## src/pkg/uetc_consts.svh

```systemverilog
// Constants for the endpoint 1 / endpoint 2 control block.
// Assumes byte offsets within one aligned AHB-Lite slave window.
`ifndef UETC_CONSTS_SVH
`define UETC_CONSTS_SVH

// ----------------------------------------------------------------
// Register byte offsets (low address byte)
// ----------------------------------------------------------------
`define UETC_OFF_EP1TX   8'h00
`define UETC_OFF_EP2RX   8'h04
`define UETC_OFF_EP2TX   8'h08
`define UETC_OFF_CTRL    8'h0c
`define UETC_OFF_CNT2RX  8'h10
`define UETC_OFF_CNT2TX  8'h14

// ----------------------------------------------------------------
// Field positions
// ----------------------------------------------------------------
`define UETC_B_CTR       3
`define UETC_B_DTOG      2
`define UETC_B_STAT_HI   1
`define UETC_B_STAT_LO   0
`define UETC_B_MOD_HI    7
`define UETC_B_MOD_LO    6
`define UETC_B_FORCED_BUS_RESET      0
`define UETC_B_RSV_HI    5
`define UETC_B_RSV_LO    4
`define UETC_CNT_W       7

// ----------------------------------------------------------------
// Encodings and reset values
// ----------------------------------------------------------------
`define UETC_STAT_DIS    2'h0
`define UETC_STAT_STALL  2'h1
`define UETC_STAT_NAK    2'h2
`define UETC_STAT_VALID  2'h3
`define UETC_MOD_NORM    2'h0
`define UETC_MOD_UP      2'h1
`define UETC_MOD_DOWN    2'h2
`define UETC_CNT_RST     7'h00
`define UETC_HTRANS_NSEQ 2'h2
`define UETC_HRESP_OKAY  1'h0

`endif

```

## src/pkg/uetc_pkg.sv

```systemverilog
// Types shared by the endpoint control block and its bench.
// Assumes the USB engine core reports events as one-cycle pulses.
package uetc_pkg;

  // ----------------------------------------------------------------
  // Events from the USB engine and coprocessor path
  // ----------------------------------------------------------------
  typedef struct packed {
    logic       busReset;     // USB reset seen on the bus
    logic       ep1InAck;     // EP1 IN data acknowledged by host
    logic       ep2InAck;     // EP2 IN data acknowledged by host
    logic       ep2OutOk;     // EP2 OUT packet received correctly
    logic       ep2OutPidOk;  // Its data PID matched the expected one
    logic [6:0] ep2OutLen;    // Byte count of that OUT packet
    logic       dlBufReady;   // Coprocessor buffer can take more data
    logic       ulBufReady;   // Coprocessor buffer has more data to send
  } uetc_usb_evt_t;

  // ----------------------------------------------------------------
  // Endpoint control seen by the USB engine
  // ----------------------------------------------------------------
  typedef struct packed {
    logic [1:0] ep1TxStat;
    logic       ep1TxToggle;
    logic [1:0] ep2RxStat;
    logic       ep2RxToggle;
    logic [1:0] ep2TxStat;
    logic       ep2TxToggle;
    logic [1:0] ep2Scheme;
    logic       ep1TxDone;
    logic       ep2RxDone;
    logic       ep2TxDone;
    logic       usbReset;
  } uetc_ep_ctl_t;

endpackage

```

## src/logic/uetc_top.sv

```systemverilog
// Control and status registers for EP1 transmit and EP2 receive/transmit,
// with the EP2 hardware-driven bulk upload and download schemes.
// Assumes an AHB-Lite master, and a USB engine giving one-cycle event pulses.
//
// Function
// - USB reset, bus or forced, clears bits 2:0 of endpoint control registers.
// - EP1 transmit-complete flag bit 3 set on good transmission; software clears.
// - Transmit toggle gives next data PID; inverts only after host ACK.
// - Hardware updates toggles on relevant PID; software may also write them.
// - EP1 transmit state 00 off, 01 STALL, 10 NAK, 11 enabled.
// - After correct EP1 transfer hardware forces transmit state to NAK.
// - Bits 7:6 pick EP2 scheme: 00 normal, 01 upload, 10 download.
// - Download handles OUTs in hardware, no interrupt, re-arms VALID when ready.
// - Short packet in download returns normal mode, raises completion, NAKs.
// - Upload handles EP2 INs in hardware like download; OUTs stay normal.
// - Bits 5:4 of EP2 receive control always read zero.
// - EP2 receive-complete flag bit 3 set on good reception; software clears.
// - Receive toggle inverts only on correct packet with matching data PID.
// - EP2 receive state 00 off, 01 STALL, 10 NAK, 11 enabled.
// - After correct EP2 transfer in normal mode receive state forced to NAK.
// - Writes to EP2 receive state ignored while scheme is download.
// - Writes to EP2 transmit state ignored while scheme is upload.
`timescale 1ns/1ps
`include "uetc_consts.svh"

module uetc_top (
  input  wire logic                   core_clk,
  input  wire logic                   rst,
  input  wire logic                   hsel,
  input  wire logic [31:0]            haddr,
  input  wire logic [1:0]             htrans,
  input  wire logic                   hwrite,
  input  wire logic [2:0]             hsize,
  input  wire logic [31:0]            hwdata,
  input  wire logic                   hready,
  output logic [31:0]                 hrdata,
  output logic                        hreadyout,
  output logic                        hresp,
  input  wire uetc_pkg::uetc_usb_evt_t usbEvt,
  output uetc_pkg::uetc_ep_ctl_t       epCtl
);

  // ----------------------------------------------------------------
  // Register state
  // ----------------------------------------------------------------
  logic                   ep1Ctr_q;
  logic                   ep1Dtog_q;
  logic [1:0]             ep1Stat_q;
  logic [1:0]             ep2Mod_q;
  logic                   ep2RxCtr_q;
  logic                   ep2RxDtog_q;
  logic [1:0]             ep2RxStat_q;
  logic                   ep2TxCtr_q;
  logic                   ep2TxDtog_q;
  logic [1:0]             ep2TxStat_q;
  logic                   forced_bus_reset_q;
  logic [`UETC_CNT_W-1:0] rxMax_q;
  logic [`UETC_CNT_W-1:0] txMax_q;
  logic                   busRst_q;

  // Bus pipeline state
  logic                   wrPend_q;
  logic [7:0]             wrAddr_q;
  logic [31:0]            rdData_d;
  logic [31:0]            rdData_q;

  // Decoded strobes and conditions
  logic                   addrPhase;
  logic                   wrEp1;
  logic                   wrEp2Rx;
  logic                   wrEp2Tx;
  logic                   wrCtrl;
  logic                   wrCnt2Rx;
  logic                   wrCnt2Tx;
  logic                   usbRst;
  logic                   modeDown;
  logic                   modeUp;
  logic                   shortPkt;
  logic                   dlFull;
  logic                   ulInAck;

  // ----------------------------------------------------------------
  // AHB-Lite address phase capture
  // ----------------------------------------------------------------
  assign addrPhase = hsel && hready && htrans[1];

  // Writes land in the data phase, when hwdata is on the bus
  always_ff @(posedge core_clk or posedge rst) begin
    if (rst) begin
      wrPend_q <= 1'b0;
      wrAddr_q <= 8'h00;
    end else if (hready) begin
      wrPend_q <= addrPhase && hwrite;
      wrAddr_q <= haddr[7:0];
    end
  end

  // Write strobes; unmapped offsets simply match nothing
  always_comb begin
    wrEp1    = 1'b0;
    wrEp2Rx  = 1'b0;
    wrEp2Tx  = 1'b0;
    wrCtrl   = 1'b0;
    wrCnt2Rx = 1'b0;
    wrCnt2Tx = 1'b0;
    if (wrPend_q && wrAddr_q == `UETC_OFF_EP1TX) begin
      wrEp1 = 1'b1;
    end else if (wrPend_q && wrAddr_q == `UETC_OFF_EP2RX) begin
      wrEp2Rx = 1'b1;
    end else if (wrPend_q && wrAddr_q == `UETC_OFF_EP2TX) begin
      wrEp2Tx = 1'b1;
    end else if (wrPend_q && wrAddr_q == `UETC_OFF_CTRL) begin
      wrCtrl = 1'b1;
    end else if (wrPend_q && wrAddr_q == `UETC_OFF_CNT2RX) begin
      wrCnt2Rx = 1'b1;
    end else if (wrPend_q && wrAddr_q == `UETC_OFF_CNT2TX) begin
      wrCnt2Tx = 1'b1;
    end
  end

  // Read mux, sampled at the address phase for a zero-wait answer
  always_comb begin
    rdData_d = 32'h0000_0000;
    if (haddr[7:0] == `UETC_OFF_EP1TX) begin
      rdData_d[`UETC_B_CTR]  = ep1Ctr_q;
      rdData_d[`UETC_B_DTOG] = ep1Dtog_q;
      rdData_d[`UETC_B_STAT_HI:`UETC_B_STAT_LO] = ep1Stat_q;
    end else if (haddr[7:0] == `UETC_OFF_EP2RX) begin
      rdData_d[`UETC_B_MOD_HI:`UETC_B_MOD_LO]   = ep2Mod_q;
      rdData_d[`UETC_B_RSV_HI:`UETC_B_RSV_LO]   = 2'h0;
      rdData_d[`UETC_B_CTR]  = ep2RxCtr_q;
      rdData_d[`UETC_B_DTOG] = ep2RxDtog_q;
      rdData_d[`UETC_B_STAT_HI:`UETC_B_STAT_LO] = ep2RxStat_q;
    end else if (haddr[7:0] == `UETC_OFF_EP2TX) begin
      rdData_d[`UETC_B_CTR]  = ep2TxCtr_q;
      rdData_d[`UETC_B_DTOG] = ep2TxDtog_q;
      rdData_d[`UETC_B_STAT_HI:`UETC_B_STAT_LO] = ep2TxStat_q;
    end else if (haddr[7:0] == `UETC_OFF_CTRL) begin
      rdData_d[`UETC_B_FORCED_BUS_RESET] = forced_bus_reset_q;
    end else if (haddr[7:0] == `UETC_OFF_CNT2RX) begin
      rdData_d[`UETC_CNT_W-1:0] = rxMax_q;
    end else if (haddr[7:0] == `UETC_OFF_CNT2TX) begin
      rdData_d[`UETC_CNT_W-1:0] = txMax_q;
    end
  end

  // Read data register; a read right after a write sees the old value
  always_ff @(posedge core_clk or posedge rst) begin
    if (rst) begin
      rdData_q <= 32'h0000_0000;
    end else if (addrPhase && !hwrite) begin
      rdData_q <= rdData_d;
    end
  end

  // Never stalls and never errors
  always_ff @(posedge core_clk or posedge rst) begin
    if (rst) begin
      hreadyout <= 1'b1;
      hresp     <= `UETC_HRESP_OKAY;
    end else begin
      hreadyout <= 1'b1;
      hresp     <= `UETC_HRESP_OKAY;
    end
  end

  assign hrdata = rdData_q;

  // ----------------------------------------------------------------
  // USB reset and mode decode
  // ----------------------------------------------------------------
  // Forced reset bit is held by software until it clears it
  always_ff @(posedge core_clk or posedge rst) begin
    if (rst) begin
      forced_bus_reset_q <= 1'b0;
    end else if (wrCtrl) begin
      forced_bus_reset_q <= hwdata[`UETC_B_FORCED_BUS_RESET];
    end
  end

  // Registered so the engine sees a clean level
  always_ff @(posedge core_clk or posedge rst) begin
    if (rst) begin
      busRst_q <= 1'b0;
    end else begin
      busRst_q <= usbEvt.busReset || forced_bus_reset_q;
    end
  end

  assign usbRst   = usbEvt.busReset || forced_bus_reset_q;
  assign modeDown = (ep2Mod_q == `UETC_MOD_DOWN);
  assign modeUp   = (ep2Mod_q == `UETC_MOD_UP);
  assign shortPkt = (usbEvt.ep2OutLen < rxMax_q);
  assign dlFull   = usbEvt.ep2OutOk && modeDown && !shortPkt;
  assign ulInAck  = usbEvt.ep2InAck && modeUp;

  // ----------------------------------------------------------------
  // Maximum packet size registers
  // ----------------------------------------------------------------
  // Software loads these before entering a hardware scheme
  always_ff @(posedge core_clk or posedge rst) begin
    if (rst) begin
      rxMax_q <= `UETC_CNT_RST;
      txMax_q <= `UETC_CNT_RST;
    end else begin
      if (wrCnt2Rx) begin
        rxMax_q <= hwdata[`UETC_CNT_W-1:0];
      end
      if (wrCnt2Tx) begin
        txMax_q <= hwdata[`UETC_CNT_W-1:0];
      end
    end
  end

  // ----------------------------------------------------------------
  // Endpoint 1 transmit control
  // ----------------------------------------------------------------
  // Completion flag: hardware set wins over a write of zero
  always_ff @(posedge core_clk or posedge rst) begin
    if (rst) begin
      ep1Ctr_q <= 1'b0;
    end else if (usbEvt.ep1InAck) begin
      ep1Ctr_q <= 1'b1;
    end else if (wrEp1 && !hwdata[`UETC_B_CTR]) begin
      ep1Ctr_q <= 1'b0;
    end
  end

  // Toggle and state; hardware update beats a same-cycle write
  always_ff @(posedge core_clk or posedge rst) begin
    if (rst) begin
      ep1Dtog_q <= 1'b0;
      ep1Stat_q <= `UETC_STAT_DIS;
    end else if (usbRst) begin
      ep1Dtog_q <= 1'b0;
      ep1Stat_q <= `UETC_STAT_DIS;
    end else if (usbEvt.ep1InAck) begin
      ep1Dtog_q <= ~ep1Dtog_q;
      ep1Stat_q <= `UETC_STAT_NAK;
    end else if (wrEp1) begin
      ep1Dtog_q <= hwdata[`UETC_B_DTOG];
      ep1Stat_q <= hwdata[`UETC_B_STAT_HI:`UETC_B_STAT_LO];
    end
  end

  // ----------------------------------------------------------------
  // Endpoint 2 scheme select
  // ----------------------------------------------------------------
  // A short download packet hands control back to software
  always_ff @(posedge core_clk or posedge rst) begin
    if (rst) begin
      ep2Mod_q <= `UETC_MOD_NORM;
    end else if (usbEvt.ep2OutOk && modeDown && shortPkt) begin
      ep2Mod_q <= `UETC_MOD_NORM;
    end else if (wrEp2Rx) begin
      ep2Mod_q <= hwdata[`UETC_B_MOD_HI:`UETC_B_MOD_LO];
    end
  end

  // ----------------------------------------------------------------
  // Endpoint 2 receive control
  // ----------------------------------------------------------------
  // Full download packets stay silent; short ones and normal ones flag
  always_ff @(posedge core_clk or posedge rst) begin
    if (rst) begin
      ep2RxCtr_q <= 1'b0;
    end else if (usbEvt.ep2OutOk && !dlFull) begin
      ep2RxCtr_q <= 1'b1;
    end else if (wrEp2Rx && !hwdata[`UETC_B_CTR]) begin
      ep2RxCtr_q <= 1'b0;
    end
  end

  // Expected data PID for the next OUT
  always_ff @(posedge core_clk or posedge rst) begin
    if (rst) begin
      ep2RxDtog_q <= 1'b0;
    end else if (usbRst) begin
      ep2RxDtog_q <= 1'b0;
    end else if (usbEvt.ep2OutOk && usbEvt.ep2OutPidOk) begin
      ep2RxDtog_q <= ~ep2RxDtog_q;
    end else if (wrEp2Rx) begin
      ep2RxDtog_q <= hwdata[`UETC_B_DTOG];
    end
  end

  // Receive state; download re-arms from NAK once the buffer has room
  always_ff @(posedge core_clk or posedge rst) begin
    if (rst) begin
      ep2RxStat_q <= `UETC_STAT_DIS;
    end else if (usbRst) begin
      ep2RxStat_q <= `UETC_STAT_DIS;
    end else if (dlFull) begin
      ep2RxStat_q <= usbEvt.dlBufReady ? `UETC_STAT_VALID : `UETC_STAT_NAK;
    end else if (usbEvt.ep2OutOk) begin
      ep2RxStat_q <= `UETC_STAT_NAK;
    end else if (modeDown && ep2RxStat_q == `UETC_STAT_NAK && usbEvt.dlBufReady) begin
      ep2RxStat_q <= `UETC_STAT_VALID;
    end else if (wrEp2Rx && !modeDown) begin
      ep2RxStat_q <= hwdata[`UETC_B_STAT_HI:`UETC_B_STAT_LO];
    end
  end

  // ----------------------------------------------------------------
  // Endpoint 2 transmit control
  // ----------------------------------------------------------------
  // Upload mode acknowledges INs without a per-packet flag
  always_ff @(posedge core_clk or posedge rst) begin
    if (rst) begin
      ep2TxCtr_q <= 1'b0;
    end else if (usbEvt.ep2InAck && !modeUp) begin
      ep2TxCtr_q <= 1'b1;
    end else if (wrEp2Tx && !hwdata[`UETC_B_CTR]) begin
      ep2TxCtr_q <= 1'b0;
    end
  end

  // Transmit toggle flips on each acknowledged IN
  always_ff @(posedge core_clk or posedge rst) begin
    if (rst) begin
      ep2TxDtog_q <= 1'b0;
    end else if (usbRst) begin
      ep2TxDtog_q <= 1'b0;
    end else if (usbEvt.ep2InAck) begin
      ep2TxDtog_q <= ~ep2TxDtog_q;
    end else if (wrEp2Tx) begin
      ep2TxDtog_q <= hwdata[`UETC_B_DTOG];
    end
  end

  // Transmit state; upload re-arms when the coprocessor has data
  always_ff @(posedge core_clk or posedge rst) begin
    if (rst) begin
      ep2TxStat_q <= `UETC_STAT_DIS;
    end else if (usbRst) begin
      ep2TxStat_q <= `UETC_STAT_DIS;
    end else if (ulInAck) begin
      ep2TxStat_q <= usbEvt.ulBufReady ? `UETC_STAT_VALID : `UETC_STAT_NAK;
    end else if (usbEvt.ep2InAck) begin
      ep2TxStat_q <= `UETC_STAT_NAK;
    end else if (modeUp && ep2TxStat_q == `UETC_STAT_NAK && usbEvt.ulBufReady) begin
      ep2TxStat_q <= `UETC_STAT_VALID;
    end else if (wrEp2Tx && !modeUp) begin
      ep2TxStat_q <= hwdata[`UETC_B_STAT_HI:`UETC_B_STAT_LO];
    end
  end

  // ----------------------------------------------------------------
  // Engine-side outputs, all straight from flip-flops
  // ----------------------------------------------------------------
  assign epCtl.ep1TxStat   = ep1Stat_q;
  assign epCtl.ep1TxToggle = ep1Dtog_q;
  assign epCtl.ep2RxStat   = ep2RxStat_q;
  assign epCtl.ep2RxToggle = ep2RxDtog_q;
  assign epCtl.ep2TxStat   = ep2TxStat_q;
  assign epCtl.ep2TxToggle = ep2TxDtog_q;
  assign epCtl.ep2Scheme   = ep2Mod_q;
  assign epCtl.ep1TxDone   = ep1Ctr_q;
  assign epCtl.ep2RxDone   = ep2RxCtr_q;
  assign epCtl.ep2TxDone   = ep2TxCtr_q;
  assign epCtl.usbReset    = busRst_q;

  // hsize is accepted but only whole-word transfers are supported
  logic unusedHsize;
  assign unusedHsize = ^hsize;

endmodule

```

## config.mk

```make
export PLATFORM = sky130hd
export DESIGN_NAME = uetc_top
export DESIGN_NICKNAME = d
export VERILOG_FILES = /design/src/pkg/uetc_pkg.sv /design/src/logic/uetc_top.sv
export VERILOG_INCLUDE_DIRS = /design/src /design/src/pkg
export SDC_FILE = /design/constraint.sdc
export NUM_CORES = 1
export LEC_CHECK = 0
export BUFFER_PORTS_ARGS = -buffer_cell sky130_fd_sc_hd__buf_2
export CAP_MARGIN = 15
export CORE_ASPECT_RATIO = 1.1
export CORE_MARGIN = 8
export CORE_UTILIZATION = 49
export DETAILED_ROUTE_END_ITERATION = 16
export PLACE_DENSITY = 0.87
export SYNTH_ARGS = -nofsm -noshare
export SYNTH_HDL_FRONTEND = slang
export SYNTH_SLANG_ARGS = --single-unit
```

## constraint.sdc

```tcl
create_clock -name core_clk -period 2.84 [get_ports core_clk]
set_input_delay 0 -clock core_clk [delete_from_list [all_inputs] [get_ports core_clk]]
set_output_delay 0 -clock core_clk [all_outputs]
set_load 0.01 [all_outputs]
```

* Word-level counts from Yosys, hierarchy flattened *
Cells that the tools add are included.

storage, ports and cells
  logic and storage cells = 142
  bits of input ports = 88
  bits in writable memories = 0
  latch bits = 0
  memory bits (read-only) = 0
  output and inout port bits = 49
  memories = 0
  register bits after elaboration = 47

cells by class
  reduce and logical (&&, ||, !) cells = 44
  shift-type cells = 0
  multipliers = 0
  muxes and demuxes = 63
  divide/modulo/power cells = 0
  eq/ne operators = 14
  order comparisons = 1
  bitwise gates (word level) = 3
  add/sub/neg operators = 0

operator list
  operator                                                          number
  1-bit two-way mux                                                 40
  8-bit by 4-bit == test with 1-bit output (second input constant)  4
  8-bit by 5-bit == test with 1-bit output (second input constant)  4
  2-bit two-way mux                                                 15
  1-bit logical AND                                                 26
  7-bit two-way mux                                                 3
  8-bit by 3-bit == test with 1-bit output (second input constant)  2
  8-bit logical NOT                                                 2
  4-bit two-way mux                                                 3
  5-bit nonzero test                                                2
  3-bit nonzero test                                                3
  2-bit nonzero test                                                4
  7-bit less-than comparator                                        1
  2-bit == test (second input constant)                             3
  1-bit logical NOT                                                 6
  6-bit two-way mux                                                 1
  3-bit two-way mux                                                 1
  1-bit NOT                                                         3
  2-bit by 1-bit == test with 1-bit output (second input constant)  1
  1-bit logical OR                                                  1

* Longest topological paths before layout *
Gate-level depths: netlist of the first run.

  depth after elaboration = 11
  mapped depth = 7
  mapped depth without buffers = 7

* Worst setup path before layout of the first run *
No wires, ideal clock.

  path type = register -> register
  from = register wrAddr_q[7]
  to = register ep2RxStat_q[0]
  clock period less this slack = 1.669 ns
  path slack = 1.171 ns
  setup time = 0.125 ns
  arrival time = 1.544 ns
  cell stages (with the launch flop) = 5
  cells stage by stage = dfrtp_1 > nor4b_4 > nand3_1 > o21ai_1 > mux2_2

between the ends
  longest elaborated chain between the ends = 6
  elaborated cells between the ends (all ways) = 8
  classes of those cells = eq/ne (1); mux (2); reduce/logical (5)

ends and longest elaborated chain
  item                                                       line             text
  start: declaration                                         uetc_top.sv:63   logic [7:0] wrAddr_q;
  start signal: assignment                                   uetc_top.sv:94   wrAddr_q <= haddr[7:0];
  8-bit by 3-bit == test with 1-bit output (no source line)  n/a
  1-bit logical AND (no source line)                         n/a
  1-bit two-way mux                                          uetc_top.sv:108  end else if (wrPend_q && wrAddr_q == `UETC_OFF_EP2RX) begin
  1-bit two-way mux *                                        uetc_top.sv:106  if (wrPend_q && wrAddr_q == `UETC_OFF_EP1TX) begin
  1-bit logical AND *                                        uetc_top.sv:299  end else if (wrEp2Rx && !modeDown) begin
  5-bit nonzero test (no source line) *                      n/a
  end signal: assignment                                     uetc_top.sv:296  ep2RxStat_q <= `UETC_STAT_NAK;
  end signal: assignment                                     uetc_top.sv:298  ep2RxStat_q <= `UETC_STAT_VALID;
  end signal: assignment                                     uetc_top.sv:300  ep2RxStat_q <= hwdata[`UETC_B_STAT_HI:`UETC_B_STAT_LO];
  end: declaration                                           uetc_top.sv:52   logic [1:0] ep2RxStat_q;

Every way passes the cells marked *; elsewhere a longest branch is shown, timed or not.
A chain may end at the register's enable or synchronous reset.

* Final worst setup path of the first run *
Same ends and word-level chain as after synthesis.

==> results of run 1 <==
## layer usage
layer	vias up	part of all wire, %	routed length (um)	track usage, %
met5	-	0	0	0
met4	0	1.8	110	5.89
met3	9	7.9	494	4.56
met2	84	47	2950	26.3
met1	995	43	2720	19.9
li1	1033	-	-	-
## kinds of logic (layout without fill, tap and decap cells)
kind of cell	after synthesis	in the layout	synth area share, %
simple gates	82	82	15.8
compound gates	56	56	12.5
buf+inv	54	97	12.4
flops	47	47	44.3
mux	29	29	11.8
fa+ha+maj	6	6	2.83
other cells	2	26	0.283
## sequential cells by signal, summed over array words and instances, names as in the netlist, 2 cells and up
signal       cells
ep2TxStat_q      2
txMax_q          7
ep2Mod_q         2
rxMax_q          7
hrdata           8
ep2RxStat_q      2
ep1Stat_q        2
wrAddr_q         8
## critical path, stage by stage, from the launching register on
cell     delay, ns
dfrtp_1       0.42
nor4b_4       0.43
nand3_1       0.38
o21ai_1       0.33
mux2_2        0.37
## synthesized netlist by cell type
cell type / instances
a211oi_1: 1
a21oi_1: 11
a221oi_1: 3
a22oi_1: 1
a2bb2oi_1: 1
a31oi_1: 2
and2b_2: 1
and3_1: 2
buf_2: 2
buf_4: 33
clkbuf_1: 5
conb_1: 2
dfrtp_1: 47
ha_1: 6
inv_1: 14
mux2_2: 19
mux2i_1: 10
nand2_1: 31
nand2b_1: 2
nand2b_4: 1
nand3_1: 6
nand4_1: 4
nand4b_2: 1
nor2_1: 16
nor2b_1: 8
nor3_1: 6
nor3b_1: 1
nor4b_4: 1
o21ai_0: 26
o21ai_1: 1
o21ai_2: 2
o21bai_1: 1
o22ai_1: 3
o311a_1: 2
o31a_1: 1
o31ai_1: 1
or3_1: 1
or4_1: 1
## through the flow
stage / area (um2) / utilization, %
2_1_floorplan: 2740 / -
3_3_place_gp: 2860 / 54.0
3_5_place_dp: 2860 / 54.0
4_1_cts: 3120 / 59.0
5_1_grt: 3120 / 59.0
6_report: 3120 / 59.0
## how the worst max path moves through the flow
stage,from,cells after the start,end,slack (ns)
floorplan,wrAddr_q[7],4,ep2RxStat_q[0],1.17
global placement,wrAddr_q[7],4,ep2RxStat_q[0],0.95
detailed placement,wrAddr_q[7],4,ep2RxStat_q[1],0.87
CTS,wrAddr_q[7],4,ep2RxStat_q[0],0.80
global route,wrAddr_q[7],4,ep2RxStat_q[0],0.70
finish,wrAddr_q[7],4,ep2RxStat_q[0],0.80
## power breakdown
| group | total [mW] | internal, mW | switching, mW | leakage, nW |
|---|---|---|---|---|
| clock | 0.439 | 0.222 | 0.216 | 0.0515 |
| combinational | 0.230 | 0.100 | 0.130 | 0.942 |
| sequential | 0.743 | 0.707 | 0.0363 | 0.563 |
| total | 1.41 | 1.03 | 0.382 | 1.56 |
## cell usage in the layout (no fill, tap or decap), types with 2 or more instances in the layout
cell type and n:
nand2_1 31, a21oi_1 11, mux2i_1 10, o311a_1 2
nor2_1 16, o21ai_2 2, ha_1 6, mux2_2 19
inv_1 13, a221oi_1 3, dfrtp_1 47, nand2b_1 2
o22ai_1 3, nand3_1 6, and3_1 2, nor3_1 6
dlygate4sd3_1 16, conb_1 26, buf_2 58, nor2b_1 8
nand4_1 4, a31oi_1 2, clkbuf_8 7, o21ai_0 26
## final cells by class
cell class / instances / area [um2] / area share, %
Multi-Input combinational cell: 199 / 1240 / 39.7
Inverter: 14 / 52.6 / 1.68
Tap cell: 75 / 93.8 / 3.01
Clock buffer: 8 / 100 / 3.21
Sequential cell: 47 / 1180 / 37.7
Timing Repair Buffer: 75 / 458 / 14.7
==> metrics.md, run 1 <==
| Metric | Value |
|---|---|
| Worst setup EP type | `flop` |
| Worst vdd ir | `248 uV` |
| Max Root-Sink Buffers | `2` |
| Global-route wire length before repair | `~10 mm` |
| Yosys warnings | `0` |
| Final Hold Viols | `0` |
| Max Slew Vio Count | `0` |
| Core ar. | `5290 um2` |
| PwrDens | `452 nW/um2` |
| Inserted Clock Buffers | `5` |
| Antenna Violating Nets Remaining | `0` |
| Largest net degree at the start of global routing | `48` |
| Die H | `93.2 um` |
| Status | `finished clean` |
| Post-Synthesis Cell Area | `2650 um2` |
| Worst reg-to-reg path cell count | `4` |
| WS Path Type | `flop to flop` |
| DPL Wire Length | `4.77 mm` |
| Post-CTS Repair Setup Buffers | `0` |
| CTS Sinks | `47` |
| Width of the die | `86.2 um` |
| Vias | `2,121` |
| Post-synth top area share | `around 44%` |
| FF+latch count, synth | `47` |
| I/O pins | `approximately 140` |
| Initial antenna violation count | `0` |
| R2r startpoint | `wrAddr_q[7]` |
| Part of the cycle the worst path needs | `approximately 72%` |
| Gate Count Post-Synth | `276` |
| Post-Route Setup TNS | `0 ns` |
| Routed WL | `6.28 mm` |
| Port bufs | `between 50 and 60` |
| Hold path endpoint | `ep2RxCtr_q` |
| Fin Clk Skew | `0.00487 ns` |
| Fin cells | `418` |
| # diodes | `0` |
| Drt pass-1 iters | `5` |
| GRT Residual Overflow | `0` |
| Worst hold start | `usbEvt[10]` |
| Arrival time at the worst endpoint | `2.23 ns` |
| Area Overhead vs Synth | `17.5%` |
| Worst slack at placement | `between 0.8 and 0.9 ns` |
| Row cnt | `28` |
| Initial DRC count | `a little over 100` |
| Root Buffer | `clkbuf_8` |
| Worst-path fanout max | `6` |
| R2R setup slack | `around 0.8 ns` |
| WL/cell | `about 15 um` |
| CTS tree | `built` |
| GRT Overall Usage | `around 16%` |
| Fmax | `490 MHz` |
| Area of the die | `8030 um2` |
| Number of vias per cell | `roughly 5.1` |
| # resized after CTS | `0` |
| Worst slew pin tran | `~0.96 ns` |
| Share of cells above drive strength 1 | `26.8%` |
| Hold Path Depth | `3` |
| Net count, final | `between 400 and 500` |
| Synthesized area per cell | `between 9 and 10 um2` |
| Post-CTS Hold Fix Bufs | `16` |
| Post-synthesis sequential area ratio | `44.3%` |
| Number of global-route vias before repair | `2,132` |
| Tmin final | `2.04 ns` |
| Placed Cells | `394` |
| Tot Pwr | `1.41 mW` |
| Clk_lat worst skew | `0.30 ns` |
| Hold Path Class | `input pin to flop` |
| Remaining DRCs | `0` |
| Max Cap Viol | `0` |
| Initial Util | `50.2%` |
| Final GP Congestion | `0.861` |
| Number of library cell types mapped by synthesis | `38` |
| RSZ-0062 raised after global routing | `false` |
| Final worst slack | `0.801 ns` |
| Worst-path clk slew | `0.08 ns` |
| H-Tree Depth | `2` |
| RR Endpoint | `ep2RxStat_q[0]` |
| Synth area leader | `dfrtp_1` |
| Critical Path Source Type | `flop` |
| CP Data Required Time | `just over 3 ns` |
| Layout fillers | `444` |
| Lkg Pwr | `roughly 1.6 nW` |
| Area contributors post-synth | `dfrtp_1 44%, buf_4 9.3%, mux2_2 8.1%, o21ai_0 4.9%, nand2_1 4.4%` |
| Max_slew headroom | `36.0%` |
| Hold_ws | `0.0153 ns` |
| Final setup vio count | `0` |
Power figures use the tool's default switching activity.
==> run 2, diff against run 1 <==
- CORE_UTILIZATION: 49 -> 41
- PLACE_DENSITY: 0.87 -> 0.77
- clock period: 2.84 -> 1.8 ns (I/O delays scaled with it)
==> run 2 against run 1 <==
Effect of this change:
- non-clock buffer count is 7 higher
- clock-buffer cell count is 2 lower
- register-to-register slack worse by 0.70 ns
- die area is 16% higher
- first-iteration DRC count is 75% higher
- sequential power is 56% higher
- wire length is 4.9% higher
- sequential share of layout area is 0.99 points lower
- clock power is 82% higher
- critical path type unchanged
- critical endpoint is now ep2RxStat_q[1]
- highest routed layer unchanged
==> metrics.md, run 2 (synthesis gave the netlist of run 1 again) <==
| Metric | Value |
|---|---|
| Net count, final | `443 (+1.6%)` |
| WS Path Type | `flop to flop` |
| CTS Sinks | `47 (unchanged)` |
| Max Cap Viol | `0 (unchanged)` |
| Global-route wire length before repair | `10.4 mm (+0.81%)` |
| Final Hold Viols | `0 (unchanged)` |
| Max Root-Sink Buffers | `2 (unchanged)` |
| CP Data Required Time | `1.99 ns (-1.04 ns)` |
| Most frequent cells in the layout | `58 x buf_2, 47 x dfrtp_1, 31 x nand2_1` |
| Layout fillers | `603 (+36%)` |
| Worst-path fanout max | `6 (unchanged)` |
| Leading cell type in the layout, fill and taps excluded | `buf_2` |
| Antenna Violating Nets Remaining | `0 (unchanged)` |
| Hold Path Class | `input pin to flop` |
| Width of the die | `92.7 um (+7.6%)` |
| CTS tree | `built` |
| R2r startpoint | `wrAddr_q[6]` |
| Met2 WL post-DR | `3.15 mm (+6.7%)` |
| WL/cell | `15.3 um (+2.0%)` |
| Number of global-route vias before repair | `2,198 (+3.1%)` |
| Row cnt | `30 (+7.1%)` |
| Worst setup EP type | `flop` |
| Die H | `100 um (+7.7%)` |
| Hold path endpoint | `rxMax_q[1]` |
| Status | `finished clean` |
| Worst slew pin tran | `0.522 ns (-0.438 ns)` |
| Clk_lat worst skew | `0.30 ns (about the same)` |
| Critical Path Source Type | `flop` |
| WL met3 | `625 um (+27%)` |
| GRT Overall Usage | `14.0% (-2.2 points)` |
| Root Buffer | `clkbuf_8` |
| Worst reg-to-reg path cell count | `5 (+1)` |
| Initial Util | `42.6% (-7.6 points)` |
| Register area | `1180 um2 (unchanged)` |
| Core ar. | `6230 um2 (+18%)` |
| DPL Wire Length | `5.23 mm (+9.5%)` |
| Slowest cell delay on critical path | `0.42 ns (about the same)` |
| Crit-path cells | `nor4b_4 -> buf_4 -> nand3_1 -> o21ai_1 -> mux2_2` |
| RR Endpoint | `ep2RxStat_q[1]` |
| Routed WL | `6.59 mm (+4.9%)` |
| PwrDens | `735 nW/um2 (+63%)` |
| Max_slew headroom | `65.2% (+29 points)` |
| Fmax | `589 MHz (+20%)` |
| H-Tree Depth | `2 (unchanged)` |
| Final GP Congestion | `0.899 (+4.4%)` |
| I/O pins | `137 (unchanged)` |
| Worst vdd ir | `432 uV (+74%)` |
| Multi-input logic area | `1240 um2 (+0.20%)` |
| Area Overhead vs Synth | `20.7%` |
| Vias | `2,218 (+4.6%)` |
| Worst-path clk slew | `0.08 ns (about the same)` |
| Initial antenna violation count | `0 (unchanged)` |
| Share of cells above drive strength 1 | `29.7% (+2.9 points)` |
| Final setup vio count | `0 (unchanged)` |
| GRT Residual Overflow | `0 (unchanged)` |
| Critical Path Slowest Stage Cell | `dfrtp_1` |
| Final instance area | `3200 um2 (+2.7%)` |
| Initial DRC count | `179 (+75%)` |
| Critical path startpoint | `wrAddr_q[6]` |
| Port bufs | `58 (unchanged)` |
| # diodes | `0 (unchanged)` |
| RSZ-0062 raised after global routing | `false` |
| Max Slew Vio Count | `0 (unchanged)` |
| Post-Route Setup TNS | `0 ns (unchanged)` |
| Worst hold start | `hwdata[1]` |
| R2R setup slack | `0.10 ns (-0.70 ns)` |
| Remaining DRCs | `0 (unchanged)` |
| Detailed-route wire length on metal 1 | `2.72 mm (-0.11%)` |
| Fin Clk Skew | `0.00280 ns (-0.00208 ns)` |
| Drt pass-1 iters | `4 (-1)` |
| Post-DP Area | `2940 um2 (+2.8%)` |
| Lkg Pwr | `1.61 nW (+3.3%)` |
| Hold Path Depth | `3 (unchanged)` |
| Top routing layer in use | `met4` |
| Tmin final | `1.70 ns (-0.342 ns)` |
| Largest net degree at the start of global routing | `26 (-46%)` |
| Area of the die | `9310 um2 (+16%)` |
| Inserted Clock Buffers | `5 (unchanged)` |
| Arrival time at the worst endpoint | `1.89 ns (-0.34 ns)` |
| Number of vias per cell | `5.16 (+1.7%)` |
| Part of the cycle the worst path needs | `94.3% (+22 points)` |
-- run 2: cell types whose count changed in the layout (fill, tap and decap cells not counted), sizes merged --
cell,change
buf,+10
bufinv,+1
clkbuf,-2
clkinv,+1
dlygate4sd3,-3
-- run 2: metal layers --
layer,up-vias,track usage [%]
met1,1059,17.0
met5,-,0
met2,106,23.1
li1,1043,-
met4,0,4.96
met3,10,3.66
-- run 2: report_power, final --
part	switching, mW	internal (mW)
sequential	0.0459	1.11
clock	0.347	0.449
combinational	0.224	0.174
total	0.617	1.74
-- run 2: how the worst max path moves through the flow --
stage / end / depth (start not counted) / slack, ns
2_1_floorplan: ep2RxStat_q[0] / 4 / 0.13
3_3_place_gp: ep2TxStat_q[1] / 5 / 0.03
3_5_place_dp: ep2TxStat_q[1] / 5 / 0.005
4_1_cts: ep2TxStat_q[1] / 5 / 0.02
5_1_grt: ep2RxStat_q[0] / 5 / 0.03
6_report: ep2RxStat_q[1] / 5 / 0.10
-- run 2: through the flow --
step / util (%) / hold slack [ns] / std cells / setup WS (ns) / total power [mW]
2_1_floorplan: - / 0.0735 / 300 / 0.131 / 1.44
5_1_grt: 51.4 / 0.0230 / 430 / 0.0286 / 2.47
6_report: 51.4 / 0.0153 / 430 / 0.103 / 2.36
3_3_place_gp: 47.1 / 0.0706 / 407 / 0.0260 / 1.54
3_5_place_dp: 47.1 / 0.0655 / 407 / 0.00512 / 1.56
4_1_cts: 51.2 / 0.00712 / 428 / 0.0194 / 2.37
-- run 2: area by class of cell --
class                      instances  share of cell area (%)
multi-input combinational        199                    38.8
timing repair buffer              82                    16.1
sequential                        47                    36.7
clock buffer                       6                    2.58
inverter                          14                    1.64
clock inverter                     2                    1.09
tap                               80                    3.13
-- run 2: worst max-delay path: cells and delay by family, from the launching register on --
kind / cells / cell delay [ns]
compound gates: 1 / 0.23
flops: 1 / 0.42
mux: 1 / 0.35
simple gates: 2 / 0.41
buf+inv: 1 / 0.18
-- run 2: what timing repair did --
action | in CTS | in global routing
pin swaps | 0 | 2
gates resized for setup | 1 | 0
hold buffers | 13 | 0
endpoints found under the setup margin | 1 | 6
setup buffers | 0 | 2
cloned | 0 | 0
endpoints found under the hold margin | 39 | 0
==> run 3, diff against run 2 <==
- RECOVER_POWER: default -> 25
==> run 3 against run 2 <==
Effect of this change:
- sequential power about the same
- worst setup slack did not move
- design area is the same
- die area did not move
- first-iteration DRC count did not move
- sequential cell count is the same
- fmax stayed put
- critical path depth stayed put
- clock skew is the same
- cell count unchanged
- core utilization did not move
- critical path type unchanged
==> metrics.md, run 3 (synthesis gave the netlist of run 1 again) <==
| Metric | Value |
|---|---|
| Fin Clk Skew | `0.00280 ns (unchanged)` |
| Worst hold start | `hwdata[1]` |
| Max Cap Viol | `0 (unchanged)` |
| R2R setup slack | `0.10 ns (about the same)` |
| H-Tree Depth | `2 (unchanged)` |
| R2r startpoint | `wrAddr_q[6]` |
| Lkg Pwr | `1.61 nW (about the same)` |
| Largest net degree at the start of global routing | `26 (unchanged)` |
| Critical Path Source Type | `flop` |
| Vias | `2,218 (unchanged)` |
| RR Endpoint | `ep2RxStat_q[1]` |
| Drt pass-1 iters | `4 (unchanged)` |
| Core ar. | `6230 um2 (unchanged)` |
| Routed WL | `6.59 mm (unchanged)` |
| Initial Util | `42.6% (unchanged)` |
| Max_slew headroom | `37.2% (-28 points)` |
| Fmax | `589 MHz (unchanged)` |
| Antenna Violating Nets Remaining | `0 (unchanged)` |
| # diodes | `0 (unchanged)` |
| Max Root-Sink Buffers | `2 (unchanged)` |
| Hold Path Depth | `3 (unchanged)` |
| Status | `finished clean` |
| DPL Wire Length | `5.23 mm (unchanged)` |
| WS Path Type | `flop to flop` |
| CTS tree | `built` |
| Most frequent cells in the layout | `58 x buf_2, 47 x dfrtp_1, 31 x nand2_1` |
| Final setup vio count | `0 (unchanged)` |
| CP Data Required Time | `1.99 ns (about the same)` |
| Tmin final | `1.70 ns (unchanged)` |
| Number of vias per cell | `5.16 (unchanged)` |
| Worst slew pin tran | `0.941 ns (+0.419 ns)` |
| Hold Path Class | `input pin to flop` |
| Part of the cycle the worst path needs | `94.3% (unchanged)` |
| GRT Overall Usage | `14.0% (unchanged)` |
| I/O pins | `137 (unchanged)` |
| Net count, final | `443 (unchanged)` |
| Die H | `100 um (unchanged)` |
| Arrival time at the worst endpoint | `1.89 ns (about the same)` |
| Layout fillers | `603 (unchanged)` |
| Post-Route Setup TNS | `0 ns (unchanged)` |
| Worst-path fanout max | `6 (unchanged)` |
| Worst-path clk slew | `0.08 ns (about the same)` |
| Worst vdd ir | `432 uV (about the same)` |
| Global-route wire length before repair | `10.4 mm (unchanged)` |
| Hold path endpoint | `rxMax_q[1]` |
| Worst reg-to-reg path cell count | `5 (unchanged)` |
| Final GP Congestion | `0.899 (unchanged)` |
| CTS Sinks | `47 (unchanged)` |
| Max Slew Vio Count | `0 (unchanged)` |
| Root Buffer | `clkbuf_8` |
| Area Overhead vs Synth | `20.7% (unchanged)` |
| GRT Residual Overflow | `0 (unchanged)` |
| Row cnt | `30 (unchanged)` |
| Area of the die | `9310 um2 (unchanged)` |
| Width of the die | `92.7 um (unchanged)` |
| Clk_lat worst skew | `0.30 ns (about the same)` |
| Worst setup EP type | `flop` |
| Number of global-route vias before repair | `2,198 (unchanged)` |
| Leading cell type in the layout, fill and taps excluded | `buf_2` |
| PwrDens | `735 nW/um2 (about the same)` |
| Initial DRC count | `179 (unchanged)` |
| Initial antenna violation count | `0 (unchanged)` |
| Remaining DRCs | `0 (unchanged)` |
| Port bufs | `58 (unchanged)` |
| RSZ-0062 raised after global routing | `false` |
| Inserted Clock Buffers | `5 (unchanged)` |
| Placed Cells | `407 (unchanged)` |
| Share of cells above drive strength 1 | `29.4% (-0.29 points)` |
| WL/cell | `15.3 um (unchanged)` |
| Final Hold Viols | `0 (unchanged)` |
| Fin cells | `430 (unchanged)` |
[run 3: cell counts in the layout (fill, tap and decap cells not counted)]
No cell type changed its count.
[run 3: where the power goes]
part	total [mW]	internal, mW	leakage, nW	switching [mW]
sequential	1.16	1.11	0.563	0.0459
combinational	0.398	0.174	0.985	0.224
clock	0.797	0.449	0.0612	0.347
[run 3: timing repair]
item | CTS | global route
hold buffers | 13 | 0
resized for setup | 1 | 0
endpoints found under the hold margin | 39 | 0
setup endpoints to repair | 1 | 6
buffers inserted | 0 | 2
pin swaps | 0 | 2
[run 3: layout make-up]
cell class                      count  area [um2]  share of cell area (%)
Multi-Input combinational cell    199        1240                    38.8
Sequential cell                    47        1180                    36.7
Timing Repair Buffer               82         515                    16.1
Tap cell                           80         100                    3.13
Clock buffer                        6        82.6                    2.58
Inverter                           14        52.6                    1.64
Clock inverter                      2        35.0                    1.09
[run 3: worst max-delay path by stage]
stage	startpoint	end	slack [ns]
finish	wrAddr_q[6]	ep2RxStat_q[1]	0.10
global route	wrAddr_q[6]	ep2RxStat_q[0]	0.03
CTS	wrAddr_q[7]	ep2TxStat_q[1]	0.02
detailed placement	wrAddr_q[7]	ep2TxStat_q[1]	0.005
global placement	wrAddr_q[7]	ep2TxStat_q[1]	0.03
floorplan	wrAddr_q[7]	ep2RxStat_q[0]	0.13
[run 3: metrics by stage]
| step | worst slack (ns) | instance area [um2] | total power [mW] | hold WS, ns | utilization [%] |
|---|---|---|---|---|---|
| after floorplan | 0.131 | 2740 | 1.44 | 0.0735 | - |
| after global placement | 0.0260 | 2940 | 1.54 | 0.0706 | 47.1 |
| after detailed placement | 0.00512 | 2940 | 1.56 | 0.0655 | 47.1 |
| after CTS | 0.0194 | 3190 | 2.37 | 0.00712 | 51.2 |
| after global routing | 0.0286 | 3200 | 2.47 | 0.0230 | 51.4 |
| final | 0.103 | 3200 | 2.36 | 0.0153 | 51.4 |
[run 3: per-layer routing]
layer | up-vias | wire (um) | global-route usage (%)
met1 | 1059 | 2720 | 17.0
met5 | - | 0 | 0
met3 | 10 | 625 | 3.66
met4 | 0 | 93 | 4.96
met2 | 106 | 3150 | 23.1
li1 | 1043 | - | -
[run 3: worst max-delay path, cell delays in order, from the launching register on]
cell and delay (ns):
dfrtp_1 0.42, nor4b_4 0.27, buf_4 0.18, nand3_1 0.14
o21ai_1 0.23, mux2_2 0.35
